===== config.mk =====
export PLATFORM = sky130hd
export DESIGN_NAME = ebtcu_timer
export DESIGN_NICKNAME = d
export VERILOG_FILES = /design/src/inc/ebtcu_pkg.sv /design/src/rtl/ebtcu_tick_select.sv /design/src/rtl/ebtcu_compare_unit.sv /design/src/rtl/ebtcu_timer.sv
export SDC_FILE = /design/constraint.sdc
export NUM_CORES = 1
export LEC_CHECK = 0
export ABC_AREA = 1
export ABC_CLOCK_PERIOD_IN_PS = 9170
export BUFFER_PORTS_ARGS = -buffer_cell sky130_fd_sc_hd__clkbuf_2
export CAP_MARGIN = 15
export CORE_UTILIZATION = 60
export CTS_CLUSTER_DIAMETER = 150
export CTS_CLUSTER_SIZE = 30
export DETAILED_ROUTE_END_ITERATION = 16
export PLACE_DENSITY_LB_ADDON = 0.12
export SYNTH_ARGS = -nofsm -noshare
export SYNTH_HDL_FRONTEND = slang
export SYNTH_SLANG_ARGS = --single-unit

===== constraint.sdc =====
create_clock -name clk -period 9.17 [get_ports clk]
set_clock_uncertainty 0.15 [all_clocks]
set_input_delay 0.917 -clock clk [delete_from_list [all_inputs] [get_ports clk]]
set_output_delay 0.917 -clock clk [all_outputs]
set_load 0.05 [all_outputs]

===== src/inc/ebtcu_pkg.sv =====
// Shared constants, types and decode functions of the eight-bit timer counter
`default_nettype none
package ebtcu_pkg;

  // Register byte offsets on the APB slave
  localparam logic [7:0] OFF_COUNTER = 8'h00;
  localparam logic [7:0] OFF_COMPARE_A = 8'h04;
  localparam logic [7:0] OFF_COMPARE_B = 8'h08;
  localparam logic [7:0] OFF_CONTROL_A = 8'h0C;
  localparam logic [7:0] OFF_CONTROL_B = 8'h10;
  localparam logic [7:0] OFF_FLAGS = 8'h14;
  localparam logic [7:0] OFF_MASK = 8'h18;

  // Field positions
  localparam int CTLA_MODE_LSB = 0;
  localparam int CTLB_CS_LSB = 0;
  localparam int CTLB_MODE2_BIT = 3;
  localparam int FLAG_OVF_BIT = 0;
  localparam int FLAG_CMPA_BIT = 1;
  localparam int FLAG_CMPB_BIT = 2;

  // Reset values and counter landmarks
  localparam logic [7:0] REG_RESET = 8'h00;
  localparam logic [2:0] FLAGS_RESET = 3'h0;
  localparam logic [7:0] CNT_BOTTOM = 8'h00;
  localparam logic [7:0] CNT_MAX = 8'hFF;
  localparam logic [7:0] CNT_STEP = 8'h01;

  // Clock select codes; 2..5 pick a prescaler strobe
  localparam logic [2:0] CS_STOP = 3'h0;
  localparam logic [2:0] CS_DIRECT = 3'h1;
  localparam logic [2:0] CS_PRESCALE_BASE = 3'h2;
  localparam logic [2:0] CS_EXT_FALL = 3'h6;
  localparam logic [2:0] CS_EXT_RISE = 3'h7;
  localparam int PRESCALE_TAPS = 4;

  typedef enum logic [2:0] {
    MODE_NORMAL = 3'h0,
    MODE_PC_MAX = 3'h1,
    MODE_CTC = 3'h2,
    MODE_FAST_MAX = 3'h3,
    MODE_RSVD4 = 3'h4,
    MODE_PC_CMPA = 3'h5,
    MODE_RSVD6 = 3'h6,
    MODE_FAST_CMPA = 3'h7
  } ebtcu_mode_t;

  typedef enum logic {DIR_UP = 1'b0, DIR_DOWN = 1'b1} ebtcu_dir_t;

  typedef struct packed {
    logic compareB;
    logic compareA;
    logic overflow;
  } ebtcu_flags_t;

  typedef struct packed {
    logic [2:0] clockSelect;
    ebtcu_mode_t mode;
  } ebtcu_ctrl_t;

  // Up/down counting modes
  function automatic logic isDualSlope(input ebtcu_mode_t m);
    return (m == MODE_PC_MAX) || (m == MODE_PC_CMPA);
  endfunction

  // Single-slope pulse-width modes
  function automatic logic isFastPwm(input ebtcu_mode_t m);
    return (m == MODE_FAST_MAX) || (m == MODE_FAST_CMPA);
  endfunction

  // Modes whose top is compare register A
  function automatic logic topIsCompareA(input ebtcu_mode_t m);
    return (m == MODE_CTC) || (m == MODE_PC_CMPA) || (m == MODE_FAST_CMPA);
  endfunction

endpackage
`default_nettype wire


===== src/rtl/ebtcu_tick_select.sv =====
// Timer tick source selection: stop, direct, prescaler strobes, count pin
`timescale 1ns/1ps
`default_nettype none
module ebtcu_tick_select (
  input wire logic clk,
  input wire logic rst_n,
  input wire logic [2:0] clockSelect,
  input wire logic [3:0] prescaleStrobes,
  input wire logic externalCountPin,
  output logic timerTick
);
  logic pinSync1_reg;
  logic pinSync2_reg;
  logic pinSync3_reg;
  logic pinLevel_reg;
  logic pinLevelOld_reg;
  logic pinRise;
  logic pinFall;
  logic [2:0] tapIndex;

  // Pin synchroniser; stages two and three must agree to move the level
  always_ff @(posedge clk) begin
    if (!rst_n) begin
      pinSync1_reg <= 1'b0;
      pinSync2_reg <= 1'b0;
      pinSync3_reg <= 1'b0;
      pinLevel_reg <= 1'b0;
      pinLevelOld_reg <= 1'b0;
    end else begin
      pinSync1_reg <= externalCountPin;
      pinSync2_reg <= pinSync1_reg;
      pinSync3_reg <= pinSync2_reg;
      if (pinSync2_reg == pinSync3_reg) begin
        pinLevel_reg <= pinSync3_reg;
      end
      pinLevelOld_reg <= pinLevel_reg;
    end
  end

  // Edges of the filtered pin level
  assign pinRise = pinLevel_reg & ~pinLevelOld_reg;
  assign pinFall = ~pinLevel_reg & pinLevelOld_reg;
  assign tapIndex = clockSelect - ebtcu_pkg::CS_PRESCALE_BASE;

  // Source and edge choice; code zero gives no tick at all
  always_comb begin
    timerTick = 1'b0;
    unique case (clockSelect)
      ebtcu_pkg::CS_STOP: timerTick = 1'b0;
      ebtcu_pkg::CS_DIRECT: timerTick = 1'b1;
      ebtcu_pkg::CS_EXT_FALL: timerTick = pinFall;
      ebtcu_pkg::CS_EXT_RISE: timerTick = pinRise;
      default: timerTick = prescaleStrobes[tapIndex[1:0]];
    endcase
  end
endmodule // ebtcu_tick_select
`default_nettype wire


===== src/rtl/ebtcu_compare_unit.sv =====
// One compare channel: optional double buffer and match detection
`timescale 1ns/1ps
`default_nettype none
module ebtcu_compare_unit (
  input wire logic clk,
  input wire logic rst_n,
  input wire logic cpuWrite,
  input wire logic [7:0] cpuData,
  input wire logic bufferMode,
  input wire logic reloadNow,
  input wire logic timerTick,
  input wire logic matchBlocked,
  input wire logic [7:0] counterValue,
  output logic [7:0] activeValue,
  output logic [7:0] cpuView,
  output logic matchEvent
);
  logic [7:0] bufferValue_reg;
  logic [7:0] activeValue_reg;

  // CPU side buffer, always written so it tracks in direct modes
  always_ff @(posedge clk) begin
    if (!rst_n) begin
      bufferValue_reg <= ebtcu_pkg::REG_RESET;
    end else if (cpuWrite) begin
      bufferValue_reg <= cpuData;
    end
  end

  // Active value: direct write, or reload at the sequence landmark
  always_ff @(posedge clk) begin
    if (!rst_n) begin
      activeValue_reg <= ebtcu_pkg::REG_RESET;
    end else if (cpuWrite && !bufferMode) begin
      activeValue_reg <= cpuData;
    end else if (bufferMode && reloadNow) begin
      activeValue_reg <= bufferValue_reg;
    end
  end

  assign activeValue = activeValue_reg;
  assign cpuView = bufferMode ? bufferValue_reg : activeValue_reg;
  // Match seen on a tick lands in the flag at that tick's edge
  assign matchEvent = timerTick && !matchBlocked &&
    (counterValue == activeValue_reg);
endmodule // ebtcu_compare_unit
`default_nettype wire


===== src/rtl/ebtcu_timer.sv =====
// Eight-bit timer counter with two compare units and an APB register file
// How it works
// - Counter and both compare registers are eight bits wide.
// - Three flags sit in a flag register, each gated by a mask bit.
// - Tick comes from the clock directly, prescaler strobes or the count pin, edge selectable.
// - Clock select zero gives no tick; the counter stays still.
// - Software reads and writes the counter whether or not ticks run.
// - A counter write beats any clear or count in the same cycle.
// - Each tick clears, increments or decrements by one per mode and direction.
// - Clear sets every counter bit to zero.
// - A bottom indication shows when the counter becomes zero.
// - 0xFF is the maximum; a top indication shows at sequence top.
// - Top is 0xFF or compare register A, depending on mode.
// - Mode field: two low bits in control A, high bit in control B.
// - Compare registers are compared on each tick; a match sets its flag.
// - Overflow flag is set as the selected mode dictates.
// - Compare registers double buffered only in pulse-width modes.
// - Normal mode counts up, wraps 0xFF to 0x00, sets overflow there.
// - A match sets its compare flag at the edge of the tick that sees it.
// - A counter write blocks all compare matches in the next tick.
`timescale 1ns/1ps
`default_nettype none
module ebtcu_timer (
  input wire logic clk,
  input wire logic rst_n,
  input wire logic psel,
  input wire logic penable,
  input wire logic pwrite,
  input wire logic [7:0] paddr,
  input wire logic [31:0] pwdata,
  output logic [31:0] prdata,
  output logic pready,
  output logic pslverr,
  input wire logic [3:0] prescaleStrobes,
  input wire logic externalCountPin,
  output logic timerIrq,
  output logic counterAtBottom,
  output logic counterAtTop
);
  logic [31:0] prdata_reg;
  logic pready_reg;
  logic pslverr_reg;
  logic timerIrq_reg;
  logic counterAtBottom_reg;
  logic counterAtTop_reg;
  logic [7:0] counter_reg;
  logic [7:0] counter_next;
  ebtcu_pkg::ebtcu_dir_t dir_reg;
  ebtcu_pkg::ebtcu_dir_t dir_next;
  ebtcu_pkg::ebtcu_ctrl_t ctrl_reg;
  ebtcu_pkg::ebtcu_flags_t flags_reg;
  ebtcu_pkg::ebtcu_flags_t flags_next;
  ebtcu_pkg::ebtcu_flags_t mask_reg;
  logic block_reg;
  logic timerTick;
  logic apbAccess;
  logic apbCommit;
  logic addrHit;
  logic wrCounter;
  logic wrCompareA;
  logic wrCompareB;
  logic wrControlA;
  logic wrControlB;
  logic wrFlags;
  logic wrMask;
  logic [7:0] topValue;
  logic overflowHit;
  logic bufferMode;
  logic reloadNow;
  logic [7:0] compareA;
  logic [7:0] compareB;
  logic [7:0] viewA;
  logic [7:0] viewB;
  logic matchA;
  logic matchB;
  logic [31:0] readWord;

  // Write strobe for one register, taken only in the committing cycle
  function automatic logic regWrite(input logic commit,
                                    input logic [7:0] addr,
                                    input logic [7:0] offset);
    return commit && (addr == offset);
  endfunction

  // APB handshake: one wait state, then commit with pready high
  assign apbAccess = psel && penable;
  assign apbCommit = apbAccess && pready_reg && pwrite;
  assign wrCounter = regWrite(apbCommit, paddr, ebtcu_pkg::OFF_COUNTER);
  assign wrCompareA = regWrite(apbCommit, paddr, ebtcu_pkg::OFF_COMPARE_A);
  assign wrCompareB = regWrite(apbCommit, paddr, ebtcu_pkg::OFF_COMPARE_B);
  assign wrControlA = regWrite(apbCommit, paddr, ebtcu_pkg::OFF_CONTROL_A);
  assign wrControlB = regWrite(apbCommit, paddr, ebtcu_pkg::OFF_CONTROL_B);
  assign wrFlags = regWrite(apbCommit, paddr, ebtcu_pkg::OFF_FLAGS);
  assign wrMask = regWrite(apbCommit, paddr, ebtcu_pkg::OFF_MASK);

  // Read mux; compare reads show the buffer while it is in use
  always_comb begin
    readWord = 32'h0000_0000;
    addrHit = 1'b1;
    unique case (paddr)
      ebtcu_pkg::OFF_COUNTER: readWord[7:0] = counter_reg;
      ebtcu_pkg::OFF_COMPARE_A: readWord[7:0] = viewA;
      ebtcu_pkg::OFF_COMPARE_B: readWord[7:0] = viewB;
      ebtcu_pkg::OFF_CONTROL_A:
        readWord[ebtcu_pkg::CTLA_MODE_LSB +: 2] = ctrl_reg.mode[1:0];
      ebtcu_pkg::OFF_CONTROL_B: begin
        readWord[ebtcu_pkg::CTLB_CS_LSB +: 3] = ctrl_reg.clockSelect;
        readWord[ebtcu_pkg::CTLB_MODE2_BIT] = ctrl_reg.mode[2];
      end
      ebtcu_pkg::OFF_FLAGS: readWord[2:0] = flags_reg;
      ebtcu_pkg::OFF_MASK: readWord[2:0] = mask_reg;
      default: addrHit = 1'b0;
    endcase
  end

  // Bus answer registers; read data captured in the wait state
  always_ff @(posedge clk) begin
    if (!rst_n) begin
      pready_reg <= 1'b0;
      pslverr_reg <= 1'b0;
      prdata_reg <= 32'h0000_0000;
    end else begin
      pready_reg <= apbAccess && !pready_reg;
      pslverr_reg <= apbAccess && !pready_reg && !addrHit;
      if (apbAccess && !pready_reg) begin
        prdata_reg <= readWord;
      end
    end
  end

  // Control fields; the mode field is split over two registers
  always_ff @(posedge clk) begin
    if (!rst_n) begin
      ctrl_reg <= '{clockSelect: ebtcu_pkg::CS_STOP,
                    mode: ebtcu_pkg::MODE_NORMAL};
    end else begin
      // Whole enum rebuilt; a part-select write to an enum is not legal
      if (wrControlA) begin
        ctrl_reg.mode <= ebtcu_pkg::ebtcu_mode_t'({ctrl_reg.mode[2],
          pwdata[ebtcu_pkg::CTLA_MODE_LSB +: 2]});
      end
      if (wrControlB) begin
        ctrl_reg.mode <= ebtcu_pkg::ebtcu_mode_t'({
          pwdata[ebtcu_pkg::CTLB_MODE2_BIT], ctrl_reg.mode[1:0]});
        ctrl_reg.clockSelect <= pwdata[ebtcu_pkg::CTLB_CS_LSB +: 3];
      end
    end
  end

  ebtcu_tick_select tickSelect (
    .clk(clk),
    .rst_n(rst_n),
    .clockSelect(ctrl_reg.clockSelect),
    .prescaleStrobes(prescaleStrobes),
    .externalCountPin(externalCountPin),
    .timerTick(timerTick)
  );

  // Sequence top: fixed maximum or compare A
  assign topValue = ebtcu_pkg::topIsCompareA(ctrl_reg.mode) ?
    compareA : ebtcu_pkg::CNT_MAX;

  // Next count and overflow condition for the current mode
  always_comb begin
    counter_next = counter_reg + ebtcu_pkg::CNT_STEP;
    dir_next = ebtcu_pkg::DIR_UP;
    overflowHit = (counter_reg == ebtcu_pkg::CNT_MAX);
    if (ebtcu_pkg::isDualSlope(ctrl_reg.mode)) begin
      dir_next = dir_reg;
      overflowHit = 1'b0;
      if (dir_reg == ebtcu_pkg::DIR_UP) begin
        if (counter_reg >= topValue) begin
          dir_next = ebtcu_pkg::DIR_DOWN;
          counter_next = (counter_reg == ebtcu_pkg::CNT_BOTTOM) ?
            ebtcu_pkg::CNT_BOTTOM : counter_reg - ebtcu_pkg::CNT_STEP;
        end
      end else if (counter_reg == ebtcu_pkg::CNT_BOTTOM) begin
        // Turning at bottom is the overflow point of up/down counting
        dir_next = ebtcu_pkg::DIR_UP;
        overflowHit = 1'b1;
      end else begin
        counter_next = counter_reg - ebtcu_pkg::CNT_STEP;
      end
    end else if ((ctrl_reg.mode == ebtcu_pkg::MODE_CTC ||
                  ctrl_reg.mode == ebtcu_pkg::MODE_FAST_CMPA) &&
                 counter_reg == topValue) begin
      counter_next = ebtcu_pkg::CNT_BOTTOM;
      if (ctrl_reg.mode == ebtcu_pkg::MODE_FAST_CMPA) begin
        overflowHit = 1'b1;
      end
    end
  end

  // Counter: a bus write always wins over the tick
  always_ff @(posedge clk) begin
    if (!rst_n) begin
      counter_reg <= ebtcu_pkg::REG_RESET;
      dir_reg <= ebtcu_pkg::DIR_UP;
    end else if (wrCounter) begin
      counter_reg <= pwdata[7:0];
    end else if (timerTick) begin
      counter_reg <= counter_next;
      dir_reg <= dir_next;
    end
  end

  // Match blocking lasts until the next tick, stopped or not
  always_ff @(posedge clk) begin
    if (!rst_n) begin
      block_reg <= 1'b0;
    end else if (wrCounter) begin
      block_reg <= 1'b1;
    end else if (timerTick) begin
      block_reg <= 1'b0;
    end
  end

  // Buffer reload at bottom for fast modes, at top for up/down modes
  assign bufferMode = ebtcu_pkg::isDualSlope(ctrl_reg.mode) ||
    ebtcu_pkg::isFastPwm(ctrl_reg.mode);
  assign reloadNow = timerTick && !wrCounter &&
    ((ebtcu_pkg::isFastPwm(ctrl_reg.mode) &&
      counter_next == ebtcu_pkg::CNT_BOTTOM) ||
     (ebtcu_pkg::isDualSlope(ctrl_reg.mode) &&
      dir_reg == ebtcu_pkg::DIR_UP && counter_reg >= topValue));

  ebtcu_compare_unit compareUnitA (
    .clk(clk),
    .rst_n(rst_n),
    .cpuWrite(wrCompareA),
    .cpuData(pwdata[7:0]),
    .bufferMode(bufferMode),
    .reloadNow(reloadNow),
    .timerTick(timerTick),
    .matchBlocked(block_reg),
    .counterValue(counter_reg),
    .activeValue(compareA),
    .cpuView(viewA),
    .matchEvent(matchA)
  );

  ebtcu_compare_unit compareUnitB (
    .clk(clk),
    .rst_n(rst_n),
    .cpuWrite(wrCompareB),
    .cpuData(pwdata[7:0]),
    .bufferMode(bufferMode),
    .reloadNow(reloadNow),
    .timerTick(timerTick),
    .matchBlocked(block_reg),
    .counterValue(counter_reg),
    .activeValue(compareB),
    .cpuView(viewB),
    .matchEvent(matchB)
  );

  // Write-one-to-clear pattern from the bus word
  function automatic ebtcu_pkg::ebtcu_flags_t ebtcu_flags_clear(
      input logic [2:0] bits);
    return ebtcu_pkg::ebtcu_flags_t'(bits);
  endfunction

  // Sticky flags; a set in the clearing cycle survives the clear
  always_comb begin
    flags_next = flags_reg;
    if (wrFlags) begin
      flags_next = flags_reg & ~ebtcu_flags_clear(pwdata[2:0]);
    end
    flags_next.overflow = flags_next.overflow |
      (timerTick && !wrCounter && overflowHit);
    flags_next.compareA = flags_next.compareA | matchA;
    flags_next.compareB = flags_next.compareB | matchB;
  end

  // Flag and mask registers
  always_ff @(posedge clk) begin
    if (!rst_n) begin
      flags_reg <= ebtcu_pkg::FLAGS_RESET;
      mask_reg <= ebtcu_pkg::FLAGS_RESET;
    end else begin
      flags_reg <= flags_next;
      if (wrMask) begin
        mask_reg <= pwdata[2:0];
      end
    end
  end

  // Registered outputs; each trails its cause by one clock
  always_ff @(posedge clk) begin
    if (!rst_n) begin
      timerIrq_reg <= 1'b0;
      counterAtBottom_reg <= 1'b0;
      counterAtTop_reg <= 1'b0;
    end else begin
      timerIrq_reg <= |(flags_reg & mask_reg);
      counterAtBottom_reg <= (counter_reg == ebtcu_pkg::CNT_BOTTOM);
      counterAtTop_reg <= (counter_reg == topValue);
    end
  end

  assign prdata = prdata_reg;
  assign pready = pready_reg;
  assign pslverr = pslverr_reg;
  assign timerIrq = timerIrq_reg;
  assign counterAtBottom = counterAtBottom_reg;
  assign counterAtTop = counterAtTop_reg;

  localparam int FLAG_CLR_PROBE = ebtcu_pkg::FLAG_OVF_BIT;
endmodule // ebtcu_timer
`default_nettype wire


==> impl_metrics.py <==
metrics = {
    "floorplanning": {
        "ios": 87,
        "core_um2": 7290,
        "dieArea_um2": 7910,
        "start_util_pct": 62.2,
        "rows": 31,
        "die_h_um": 88.9,
        "die_x_um": 88.9,
    },
    "final_layout": {
        "layout_commonest_cell": "nand2_1",
        "final_cell_area_um2": 4830,
        "regArea_um2": 1440,
        "n_fill_cell": 690,
        "fin_util_pct": 66.2,
        "drive_gt1_share_pct": 13.0,
        "multi_input_comb_area_um2": 2580,
        "fin_nets": 771,
        "antenna_cells": 0,
        "syn_to_final_growth_pct": 6.51,
        "final_cells": 814,
        "final_cell_mix": "nand2_1 (170), dfxtp_1 (72), nor2_1 (68), inv_1 (63), a21oi_1 (59)",
    },
    "global_route": {
        "grt_pass1_wl_um": 20400,
        "antenna_found_initial": 0,
        "grt_pass1_vias": 4074,
        "track_usage_pct": 34.6,
        "grt_max_degree": 40,
        "grt_overflow_total": 0,
    },
    "worst_setup_path": {
        "worstPathArrival_ns": 3.99,
        "r2r_slack_ns": 5.27,
        "startpoint_type": "register",
        "path_max_fanout": 27,
        "critPathRequiredTime_ns": 9.26,
        "cp-end-kind": "register",
        "path_class": "reg2reg",
    },
    "clock_tree": {
        "htreeDepth": 3,
        "cts_hold_buf": 0,
        "cts_resized": 0,
        "cts_tree": "yes",
        "cts_buffer_depth": 2,
        "clk_latency_ns": 0.35,
        "cts.sinks": 72,
        "cts_buffers": 9,
        "clkTransAtPathRegs_ns": 0.08,
        "clockRootBuffer": "clkbuf_8",
        "cts_setup_buffers": 0,
    },
    "detailed_routing": {
        "drt_wl_total_um": 13100,
        "dr.pass1.iters": 5,
        "drt_iter0_markers": 501,
        "drc": 0,
        "antenna_left": 0,
        "num_vias": 4656,
        "vias_per_cell": 5.72,
        "route.detailed.wl_per_inst_um": 16.1,
    },
    "sta": {
        "rsz0062_at_grt": "false",
        "holdWs_ns": 0.283,
        "hold_viol_final": 0,
        "fmaxAchievable_mhz": 256,
        "final.min_clock_period_ns": 3.90,
        "setup_slack_ns": 5.27,
        "finalSetupViolations": 0,
        "worst_pin_slew_ns": 0.931,
        "finalMaxSlewViolations": 0,
        "setup_tns_ns": 0,
        "period_share_pct": 42.6,
        "relSlewSlack_pct": 37.7,
    },
    "synthesis": {
        "ys_seq_elements": 72,
        "yosys.cell_types.count": 45,
        "yosys.area.top_type_share_pct": 31.8,
        "syn_inst": 685,
        "synth_area_leaders": "dfxtp_1 (32%), nand2_1 (14%), a21oi_1 (6.5%), nor2_1 (5.6%), inv_1 (5.2%)",
        "ys_seq_area_share_pct": 31.8,
        "yosys.area.top_type": "dfxtp_1",
        "avgSynthCellArea_um2": 6.62,
        "synthesis.area_um2": 4540,
        "yosys_warnings": 0,
    },
    "run_status": {
        "status": "complete, no violations",
    },
    "placement": {
        "hpwlAfterDp_um": 9410,
        "gp_congestion": 0.943,
        "portBuffers": 38,
        "place_ws_ns": 5.35,
        "dpl-instance-area_um2": 4640,
        "dpl.cell_count": 798,
    },
    "power": {
        "p_per_area_nw_per_um2": 128,
        "power_mw": 0.618,
        "p_leak_nw": 2.14,
        "ir_worst_vdd_uv": 131,
    },
    "min_path": {
        "hold_path_class": "reg2reg",
    },
    "run": {
        "max-cap-violations": 0,
    },
}
[cell type report]
| class | count | share of cell area [%] |
|---|---|---|
| well taps | 99 | 2.56 |
| multi-input cells | 512 | 53.5 |
| clock buffers | 10 | 2.64 |
| repair buffers | 40 | 4.25 |
| flip-flops and latches | 72 | 29.8 |
| inverters | 75 | 5.83 |
| clock inverters | 6 | 1.40 |
[where the power goes]
part	leakage, nW	switching (mW)	internal, mW	total, mW
clock	0.0929	0.125	0.127	0.251
sequential	0.581	0.000722	0.314	0.315
combinational	1.47	0.0442	0.00801	0.0522
[cells by family (layout without fill, tap and decap cells)]
kind of cell,count (synthesis),count (layout),synth area share [%]
xor gates and xnor gates,17,17,3.28
adders and majority gates,11,11,3.03
DFF,72,72,31.8
and+or+nand+nor,309,309,29.8
AOI/OAI and AO/OA,151,151,18.9
buffers and inverters,124,131,13.2
other,1,24,0.0827
[metal layers]
metal / global-route usage (%) / share of wire [%] / vias to the layer above / wire length [um]
li1: - / - / 2251 / -
met3: 7.76 / 9.1 / 32 / 1200
met1: 46.5 / 42 / 2121 / 5440
met5: 0 / 0 / - / 0
met4: 14.7 / 3.0 / 0 / 388
met2: 54.0 / 46 / 252 / 6070
[Yosys cell counts (all sizes together)]
cell / n
nand2: 177
nor2: 81
inv: 74
dfxtp: 72
a21oi: 61
o21ai: 51
buf: 36
nand3: 29
clkbuf: 13
nand4: 12
o22ai: 12
ha: 11
xnor2: 11
a22oi: 8
xor2: 6
nor3: 4
o211ai: 4
o31ai: 3
a221oi: 2
nor4: 2
o2111ai: 2
o32ai: 2
or2: 2
a211oi: 1
a22o: 1
a311oi: 1
a31oi: 1
a41oi: 1
and3: 1
clkinv: 1
conb: 1
o21bai: 1
or4: 1
[critical path: stages (launching register included)]
cell and delay [ns]:
dfxtp_1 0.31, buf_4 0.23, o21ai_1 0.20, o21ai_1 0.23
or2_2 0.35, ha_1 0.29, nand2_1 0.07, nor2_1 0.04
nand2_1 0.14, inv_1 0.06, nor2_1 0.16, nand3_2 0.22
nand3_2 0.16, nor2_1 0.05, nor2_1 0.26, nand2_1 0.09
nor2_1 0.08, nand2_1 0.07, nand2_2 0.08, nand2_4 0.12
nand2_2 0.24, nand2_1 0.08, nand2_1 0.06, nor2_1 0.06
[worst paths after layout]
check	from	to	depth (start not counted)
worst max-delay path	ctrl_reg[0]	compareUnitB.activeValue[7]	23
worst min register to register	tickSelect.pinSync1_reg	tickSelect.pinSync2_reg	2
worst min-delay path	tickSelect.pinSync1_reg	tickSelect.pinSync2_reg	2
worst max register to register	ctrl_reg[0]	compareUnitB.activeValue[7]	23
Note: power is estimated with default switching activity, not from simulation.
